$ cat src/pkg/stc_defines.svh
// register offsets, field positions and reset values of the timer
`ifndef STC_DEFINES_SVH
`define STC_DEFINES_SVH
`define STC_ADDR_COUNT_LOW   8'h0E
`define STC_ADDR_COUNT_HIGH  8'h0F
`define STC_ADDR_CONTROL     8'h10
`define STC_CTRL_RESET       6'h00
`define STC_BIT_ON           0
`define STC_BIT_CS           1
`define STC_BIT_SYNC_DIS     2
`define STC_BIT_OSC_EN       3
`define STC_PS_LSB           4
`define STC_PS_MSB           5
`define STC_CMP_SPECIAL      4'hB
`define STC_PHASE_Q2         2'h1
`define STC_PHASE_Q4         2'h3
`define STC_PSC_RESET        3'h0
`endif

$ cat src/pkg/stc_pkg.sv
// types shared by the sixteen bit timer/counter
package stc_pkg;
    // special function register access from the cpu
    typedef struct packed {
        logic       wr;
        logic       rd;
        logic [7:0] addr;
        logic [7:0] wdata;
    } stc_sfr_req_t;

    // compare unit view: mode field and match strobe
    typedef struct packed {
        logic [3:0] mode;
        logic       match;
    } stc_cmp_t;

    // whole state of the timer
    typedef struct packed {
        logic [5:0]  ctrl;
        logic [15:0] count;
        logic [2:0]  presc;
        logic [1:0]  phase;
        logic        ext_s1;
        logic        ext_s2;
        logic        osc_s1;
        logic        osc_s2;
        logic        src_prev;
        logic        pre_prev;
        logic        samp;
        logic        samp_prev;
        logic [7:0]  rdata;
        logic        ovf;
        logic        wake;
    } stc_state_t;
endpackage

$ cat src/design/stc_timer.sv
// sixteen bit timer/counter with three bit prescaler and special event reset
`timescale 1ns/1ps
`include "stc_defines.svh"

module stc_timer (
    // clock and power-on/brown-out reset
    input  wire logic                 clk,
    input  wire logic                 nrst,
    // cpu register port
    input  wire stc_pkg::stc_sfr_req_t sfr_req,
    output logic [7:0]                sfr_rdata,
    // cpu state
    input  wire logic                 sleep,
    // compare units
    input  wire stc_pkg::stc_cmp_t    compare_unit_a,
    input  wire stc_pkg::stc_cmp_t    compare_unit_b,
    // pins
    input  wire logic                 ext_clock_pin,
    input  wire logic                 osc_in_pin,
    output logic                      osc_amp_enable,
    // events and status
    output logic                      overflow_flag,
    output logic                      wake_request,
    output logic                      timebase_valid,
    output logic [15:0]               count_value
);
    // operating summary
    // one clk period is one phase; four phases make one instruction cycle.
    // phase counter runs free from reset, so phase 3 marks the instruction
    // clock edge used in timer mode.
    // timer mode: count source is the instruction clock; the sync bit is
    // ignored because that source is already in step with clk.
    // sync counter mode: the pin passes two flops, then the prescaler, and
    // its output is sampled on phases 1 and 3 before the count moves.
    // async counter mode: the count follows the prescaler output edge
    // directly, keeps running in sleep and may request a wake-up.
    // limitation: the prescaler here is a clocked divider fed by the
    // synchronised pin, not a true ripple counter; pins faster than about
    // a half of clk are lost in every mode.
    // trade-off: the special event is still applied in async mode, which
    // is allowed since its effect there is left open.
    // priority of count updates: cpu write, then special event, then an
    // increment; a write also clears the prescaler.
    // the count is never reset, so it reads unknown until software or a
    // special event sets it.
    // read data is captured on the read strobe and held, so a byte taken
    // by the cpu can never mix two count values.

    // whole state and its next value
    stc_pkg::stc_state_t r;
    stc_pkg::stc_state_t next_r;

    // special event decode, used for both compare units
    function automatic logic special_event(input stc_pkg::stc_cmp_t c);
        special_event = c.match && (c.mode == `STC_CMP_SPECIAL);
    endfunction

    // register address match for the write decode; read decode uses a case
    function automatic logic addr_hit(input logic [7:0] a,
                                      input logic [7:0] want);
        addr_hit = (a == want);
    endfunction

    logic       on_bit;
    logic       cs_bit;
    logic       async_mode;
    logic [1:0] ps_sel;
    logic       src_level;
    logic       src_rise;
    logic       pre_level;
    logic       tick;
    logic       trig;
    logic       wr_low;
    logic       wr_high;
    logic       wr_ctrl;
    logic       cnt_wr;
    logic       at_top;

    // control field decode
    assign on_bit     = r.ctrl[`STC_BIT_ON];
    assign cs_bit     = r.ctrl[`STC_BIT_CS];
    assign async_mode = cs_bit && r.ctrl[`STC_BIT_SYNC_DIS];
    assign ps_sel     = r.ctrl[`STC_PS_MSB:`STC_PS_LSB];
    // register write decode; unmapped addresses fall through unused
    assign wr_low     = sfr_req.wr
                        && addr_hit(sfr_req.addr, `STC_ADDR_COUNT_LOW);
    assign wr_high    = sfr_req.wr
                        && addr_hit(sfr_req.addr, `STC_ADDR_COUNT_HIGH);
    assign wr_ctrl    = sfr_req.wr
                        && addr_hit(sfr_req.addr, `STC_ADDR_CONTROL);
    // any count byte write; it also clears the prescaler
    assign cnt_wr     = wr_low || wr_high;
    // last value before the wrap to zero
    assign at_top     = (r.count == 16'hFFFF);
    // either compare unit may reset the count
    assign trig = special_event(compare_unit_a)
                  || special_event(compare_unit_b);

    // count source: instruction clock or a synchronised pin
    // the oscillator pin wins over the external pin when the crystal is
    // enabled, since both pins cannot clock the counter at once
    always_comb begin
        if (!cs_bit) begin
            src_level = (r.phase == `STC_PHASE_Q4);
        end else if (r.ctrl[`STC_BIT_OSC_EN]) begin
            src_level = r.osc_s2;
        end else begin
            src_level = r.ext_s2;
        end
    end
    assign src_rise = src_level && !r.src_prev;

    // prescaler output level; for ps_sel 1 to 3 a divider bit keeps it symmetrical
    // a level, not a pulse, is handed on, so the phase sampler below
    // never misses a short prescaler output while ps_sel is 1 to 3
    always_comb begin
        unique case (ps_sel)
            2'h0: pre_level = src_level;
            2'h1: pre_level = r.presc[0];
            2'h2: pre_level = r.presc[1];
            2'h3: pre_level = r.presc[2];
        endcase
    end

    // increment decision per mode
    // each mode looks for one rising edge of its own source so that a
    // level held across several clocks counts only once
    always_comb begin
        if (!on_bit) begin
            tick = 1'b0;
        end else if (!cs_bit) begin
            // instruction clock stops in sleep
            tick = pre_level && !r.pre_prev && !sleep;
        end else if (async_mode) begin
            tick = pre_level && !r.pre_prev;
        end else begin
            // sync counter holds in sleep; its synchroniser and sampler keep running
            tick = r.samp && !r.samp_prev && !sleep;
        end
    end

    // next state
    // pulses default low each cycle; phase, pin flops and edge history move
    // every cycle; everything else holds unless a branch below moves it
    always_comb begin
        next_r           = r;
        next_r.phase     = r.phase + 2'h1;
        // pin synchronisers; only the second stage feeds logic
        next_r.ext_s1    = ext_clock_pin;
        next_r.ext_s2    = r.ext_s1;
        next_r.osc_s1    = osc_in_pin;
        next_r.osc_s2    = r.osc_s1;
        next_r.src_prev  = src_level;
        next_r.pre_prev  = pre_level;
        next_r.samp_prev = r.samp;
        next_r.ovf       = 1'b0;
        next_r.wake      = 1'b0;
        // sample prescaler output on Q2 and Q4, also during sleep
        if (r.phase == `STC_PHASE_Q2 || r.phase == `STC_PHASE_Q4) begin
            next_r.samp = pre_level;
        end
        // prescaler keeps counting source edges even in sleep
        if (on_bit && src_rise) begin
            next_r.presc = r.presc + 3'h1;
        end
        // count: write beats trigger, trigger beats increment
        // a write on the same cycle as a trigger keeps the written value
        if (cnt_wr) begin
            if (wr_low) begin
                next_r.count[7:0] = sfr_req.wdata;
            end
            if (wr_high) begin
                next_r.count[15:8] = sfr_req.wdata;
            end
            next_r.presc = `STC_PSC_RESET;
        end else if (trig) begin
            // restart at zero, no overflow raised
            next_r.count = 16'h0000;
        end else if (tick) begin
            next_r.count = r.count + 16'h0001;
            // wrap from all ones to zero raises one overflow pulse
            if (at_top) begin
                next_r.ovf  = 1'b1;
                next_r.wake = sleep && async_mode;
            end
        end
        // control register write
        // top two bits are not stored and read back as zero
        if (wr_ctrl) begin
            next_r.ctrl = sfr_req.wdata[5:0];
        end
        // registered read data so a byte never tears
        unique case (sfr_req.addr)
            `STC_ADDR_COUNT_LOW:  next_r.rdata = r.count[7:0];
            `STC_ADDR_COUNT_HIGH: next_r.rdata = r.count[15:8];
            `STC_ADDR_CONTROL:    next_r.rdata = {2'h0, r.ctrl};
            default:              next_r.rdata = 8'h00;
        endcase
        if (!sfr_req.rd) begin
            next_r.rdata = r.rdata;
        end
    end

    // state register; reset leaves the count alone
    // pin synchroniser flops are left to settle on their own, as they
    // only follow the pins and feed edge detectors cleared here
    // the count keeps its value so a reset mid-run does not lose it
    always_ff @(posedge clk) begin
        if (!nrst) begin
            r           <= next_r;
            r.ctrl      <= `STC_CTRL_RESET;
            r.count     <= r.count;
            r.presc     <= `STC_PSC_RESET;
            r.phase     <= 2'h0;
            r.src_prev  <= 1'b0;
            r.pre_prev  <= 1'b0;
            r.samp      <= 1'b0;
            r.samp_prev <= 1'b0;
            r.rdata     <= 8'h00;
            r.ovf       <= 1'b0;
            r.wake      <= 1'b0;
        end else begin
            r <= next_r;
        end
    end

    // outputs, all from flops except the time base flag
    // time base flag decodes stored control bits only, so it is glitch
    // free for the compare and capture units that read it
    assign sfr_rdata      = r.rdata;
    assign osc_amp_enable = r.ctrl[`STC_BIT_OSC_EN];
    assign overflow_flag  = r.ovf;
    assign wake_request   = r.wake;
    assign timebase_valid = !async_mode;
    assign count_value    = r.count;
endmodule

$ cat config.mk
export PLATFORM = sky130hd
export DESIGN_NAME = stc_timer
export DESIGN_NICKNAME = d
export VERILOG_FILES = /design/src/pkg/stc_pkg.sv /design/src/design/stc_timer.sv
export VERILOG_INCLUDE_DIRS = /design/src /design/src/pkg
export SDC_FILE = /design/constraint.sdc
export NUM_CORES = 1
export LEC_CHECK = 0
export ABC_AREA = 1
export BUFFER_PORTS_ARGS = -buffer_cell sky130_fd_sc_hd__buf_2
export CAP_MARGIN = 20
export CORE_MARGIN = 2
export CORE_UTILIZATION = 58
export CTS_CLUSTER_SIZE = 20
export DETAILED_ROUTE_END_ITERATION = 16
export PLACE_DENSITY = 0.95
export RECOVER_POWER = 50
export SLEW_MARGIN = 20
export SYNTH_ARGS = -nofsm -noshare
export SYNTH_HDL_FRONTEND = slang
export SYNTH_SLANG_ARGS = --single-unit
$ cat constraint.sdc
create_clock -name clk -period 3.38 [get_ports clk]
set_input_delay 0.507 -clock clk [delete_from_list [all_inputs] [get_ports clk]]
set_output_delay 0.507 -clock clk [all_outputs]
set_load 0.01 [all_outputs]
==> results.cfg, run 1 <==
[status]
status = finished, final reports clean

[synth]
netlist_area_mm2 = 0.00262
yosys.area.top_type = dfxtp_1
yosysSeqAreaShare_pct = 40.6
synth_top_area_share_pct = 22.2
synth_area_leaders = dfxtp_1, edfxtp_1, nand2_1
synth.ff_latch_count = 45
synth_cell_type_count = 35
syn_nets = 380
syn_inst = 343
yosys_warnings = 0
postSynthAreaPerCell_um2 = 7.62

[critical_path]
start_kind = primary input
critical-path-top-delay-family = simple AND/OR/NAND/NOR gates
crit_path_start = sfr_req[13]
critPathMaxStageDelay_ns = 0.65
cp-end-kind = register
cp_data_required_time_ns = 3.31
cp_slowest_cell = a21oi_1
r2r-start = r[18]$_SDFF_PN0_
arrival_ns = 2.26
cp_max_fo = 10
crit_chain = buf_2, nor2_1, nand2_2, nor2_2, nand2_1, nand2_1, inv_4, a21oi_1
critPathBufInv = 2
critPathKind = in -> reg
cp_common_cell = nand2_1

[clock_network]
htreeDepth = 2
ctsHoldBuffers = 0
path_clk_slew_ns = 0.08
cts_root_buf = clkbuf_8
cts_tree = yes
cts_sinks = 45
clk_latency_ns = 0.30
numCtsBuffers = 5
cts_resized = 0
cts_buffer_depth = 2
cts_setup_buffers = 0

[detailed_routing]
ant_nets = 0
viasPerCell = 5.46
drc = 0
drt-initial-drc-count = 151
drtPass1Iterations = 5
wl_per_cell_um = 14.6
routed_wirelength_mm = 6.33
vias = 2370

[floorplan]
die-height_um = 71.1
core_mm2 = 0.00435
pin_count = 61
row_count = 24
die_w_um = 71.1
die_area_mm2 = 0.00506
start_util_pct = 60.1

[pwr]
ir_worst_vdd_mv = 0.250
p_per_area_mw_per_mm2 = 360
leakage_nw = 1.21

[finish]
area_growth_pct = 6.99
finish.utilization_pct = 64.3
mostFrequentLayoutCells = nand2_1, nand3_1, buf_2
diodes = 0
drive_gt1_share_pct = 18.6
fin_nets = 418
fillers = 371
final_common_cell = nand2_1

[sta]
fin_crit_ns = 2.32
max_slew_margin_pct = 48.2
hold_slack_ns = 0.305
fmaxAchievable_ghz = 0.431
worst_slew_pin_slew_ns = 0.777
fin_crit_sh_pct = 68.7
hold_viol_final = 0
rsz0062_at_grt = false
fin_skew_ns = 0.00850
finalMaxSlewViolations = 0
tns_ns = 0
setup_viol = 0

[grt]
grt_first_pass_wirelength_mm = 10.2
overflow = 0
grt_pass1_vias = 2220
grtUsageTotal_pct = 25.6
antenna_found_initial = 0
grt_start_max_net_pins = 15

[placement]
gp_congestion = 0.982
portBuffers = 60
hpwl_mm = 4.94

[hold_path]
hold_class = in -> reg
min_from = osc_in_pin

[run]
maxCapViolCount = 0
-- synthesized netlist by cell type, drive strengths merged --
master  instances
nand2          84
clkinv          1
nand4           3
clkbuf          1
buf            28
dfxtp          29
inv            36
nor3b           1
nor3            4
nand3          47
ha              4
or2             1
o21bai          4
o22ai           4
xor2            4
nand3b          1
o21ai          18
nor2           30
edfxtp         16
a21oi          23
and3            1
a31oi           1
xnor2           1
o31ai           1
-- metal layers --
layer	share of wire, %	track usage, %
met1	42	34.2
met2	47	41.2
met3	8.2	4.99
met4	2.8	9.64
met5	0	0
-- final cells by class --
type	instances	area (um2)	share of cell area (%)
multi-input cells	232	1160	41.4
flip-flops and latches	45	1060	37.9
repair buffers	60	279	9.97
inverters	37	143	5.10
clock buffers	7	86.3	3.09
well taps	52	65.1	2.33
clock inverters	1	6.26	0.224
-- path summary, 6_finish.rpt --
kind	slack (ns)	to	cells past startpoint
worst min-delay path	0.31	next_r[14]$_DFF_P_	1
worst max register to register	1.23	count_value[5]$_DFFE_PP_	8
worst max-delay path	1.06	count_value[5]$_DFFE_PP_	8
worst min register to register	0.34	r[14]$_DFF_P_	0
-- sequential cells by signal (all words and copies together), names as in the netlist --
| name | flops |
|---|---|
| on_bit | 1 |
| ps_sel | 2 |
| osc_amp_enable | 1 |
| next_r | 3 |
| overflow_flag | 1 |
| wake_request | 1 |
| cs_bit | 1 |
| sfr_rdata | 8 |
| r | 11 |
| count_value | 16 |
-- cells by family after synthesis --
family,share of synthesized area [%]
and+or+nand+nor,30.6
buffers and inverters,13.6
AOI/OAI and AO/OA,11.6
DFF,40.6
xor gates and xnor gates,1.67
adders and majority gates,1.91
-- where the power goes --
part           total [mW]  switching [mW]  internal, mW
clock               0.353           0.186         0.167
sequential          0.577         0.00748         0.569
combinational      0.0788          0.0495        0.0294
-- through the flow --
| stage | total power [mW] | cell area [um2] | setup WS, ns | cells |
|---|---|---|---|---|
| 6_report | 1.01 | 2800 | 1.06 | 434 |
| 5_1_grt | 1.04 | 2800 | 0.807 | 434 |
| 4_1_cts | 1.01 | 2860 | 1.27 | 434 |
| 3_5_place_dp | 0.670 | 2770 | 0.992 | 426 |
| 3_3_place_gp | 0.666 | 2770 | 1.11 | 426 |
| 2_1_floorplan | 0.636 | 2620 | 1.40 | 343 |
(Power assumes the default switching activity.)
==> run 2: changes to the inputs <==
Settings changed: CORE_UTILIZATION 58 to 49, PLACE_DENSITY 0.95 to 0.87.
Clock period 3.38 ns to 2 ns, I/O delays scaled along.
==> results.cfg, run 2 (synthesis results as in run 1) <==
[sta]
fin_skew_ns = 0.0102
worst_slew_pin_slew_ns = 0.756
tns_ns = 0
fin_crit_sh_pct = 89.5
finalMaxSlewViolations = 0
fmaxAchievable_ghz = 0.559
fin_crit_ns = 1.79
hold_viol_final = 0
setup_viol = 0
hold_slack_ns = 0.0937
rsz0062_at_grt = false
fin_ws_ns = 0.210
max_slew_margin_pct = 49.2

[critical_path]
cp_slowest_cell = dfxtp_1
cp-endpoint = count_value[2]$_DFFE_PP_
r2r-start = cs_bit$_SDFFE_PN0P_
r2r_setup_slack_ns = 0.21
cp_common_cell = nand2_1
critPathMaxStageDelay_ns = 0.50
critPathKind = reg -> reg
crit_path_start = cs_bit$_SDFFE_PN0P_
start_kind = register
reg2reg_depth = 8
r2r-end = count_value[2]$_DFFE_PP_
arrival_ns = 1.80
cp-end-kind = register
cp_max_fo = 9
crit_chain = or2_1, nand3_1, nand2_1, nand2_1, nand2_1, nand2_1, a21oi_1, buf_4
cp_data_required_time_ns = 2.01

[pwr]
pwr-share-clk_pct = 37.8
swShare_pct = 22.5
leakage_nw = 1.27
p_per_area_mw_per_mm2 = 614
p_int_mw = 1.39
power.switching_uw = 402
power_frac_comb_pct = 7.8
ir_worst_vdd_mv = 0.359
p_total_mw = 1.79
p_seq_share_pct = 54.4

[detailed_routing]
drtPass1Iterations = 5
drt-initial-drc-count = 253
vias = 2455
drc = 0
wl_per_cell_um = 14.4
ant_nets = 0
routed_wirelength_mm = 6.63
viasPerCell = 5.31

[clock_network]
path_clk_slew_ns = 0.08
htreeDepth = 2
cts_tree = yes
numCtsBuffers = 5
ctsHoldBuffers = 0
cts_buffer_depth = 2
clk_latency_ns = 0.30
cts_sinks = 45
cts_root_buf = clkbuf_8
cts_resized = 0
cts_setup_buffers = 0

[floorplan]
die_area_mm2 = 0.00594
pin_count = 61
die_w_um = 77.1
core_mm2 = 0.00514
start_util_pct = 50.9
row_count = 26
die-height_um = 77.1

[finish]
instances_no_fill = 462
mostFrequentLayoutCells = nand2_1, nand3_1, buf_2
fillers = 533
area_growth_pct = 11.4
diodes = 0
final_area_mm2 = 0.00291
finish.utilization_pct = 56.7
register_area_mm2 = 0.00106
final_common_cell = nand2_1
largest_reg_flops = 16
fin_nets = 428
drive_gt1_share_pct = 19.9
multiInputGateArea_mm2 = 0.00116

[run]
maxCapViolCount = 0

[grt]
antenna_found_initial = 0
overflow = 0
grtUsageTotal_pct = 22.7
grt_first_pass_wirelength_mm = 10.5
grt_pass1_vias = 2252
grt_start_max_net_pins = 15

[placement]
dp.cells = 454
gp_congestion = 0.937
pre_cts_ws_ns = 0.217
post_dp_cell_area_mm2 = 0.00287
hpwl_mm = 5.13
portBuffers = 60

[hold_path]
hold_class = in -> reg
holdPathStages = 1

[status]
status = finished, final reports clean
run 2: changes by cell type in the layout (fill, tap and decap cells not counted), sizes merged:
cell and delta:
clkinvlp -1, clkinv +1, buf +7, clkbuf +2, bufinv +1
run 2: per-layer routing:
layer  vias to the layer above  routed length (um)  GRT usage (%)
met1                      1112                2930           29.7
met5                         -                   0              0
met3                        18                 495           4.94
li1                       1203                   -              -
met4                         0                 198           10.5
met2                       122                3010           36.0
run 2: cell type report:
class | count | share of cell area (%)
multi-input cells | 232 | 40.0
inverters | 37 | 4.85
repair buffers | 70 | 12.0
clock inverters | 2 | 1.20
clock buffers | 6 | 2.49
flip-flops and latches | 45 | 36.4
well taps | 70 | 3.01
run 2: worst min path at each step:
stage / slack, ns / to / from
CTS: 0.09 / next_r[16]$_DFF_P_ / ext_clock_pin
global route: 0.09 / next_r[14]$_DFF_P_ / osc_in_pin
detailed placement: 0.31 / r[16]$_DFF_P_ / next_r[16]$_DFF_P_
floorplan: 0.31 / r[14]$_DFF_P_ / next_r[14]$_DFF_P_
finish: 0.09 / next_r[16]$_DFF_P_ / ext_clock_pin
global placement: 0.31 / r[14]$_DFF_P_ / next_r[14]$_DFF_P_
run 2: power groups by stage:
stage               clock, mW  combinational [mW]  sequential [mW]
CTS                     0.688               0.144            0.973
global route            0.726               0.157            0.975
finish                  0.675               0.140            0.973
global placement            0               0.138            0.993
detailed placement          0               0.143            0.994
floorplan                   0              0.0838            0.991
run 2: critical path: cells and delay by family, from the launching register on:
kind	cells	cell delay, ns
DFF	1	0.50
and+or+nand+nor	6	0.58
AOI/OAI and AO/OA	1	0.21
buffers and inverters	1	0.21
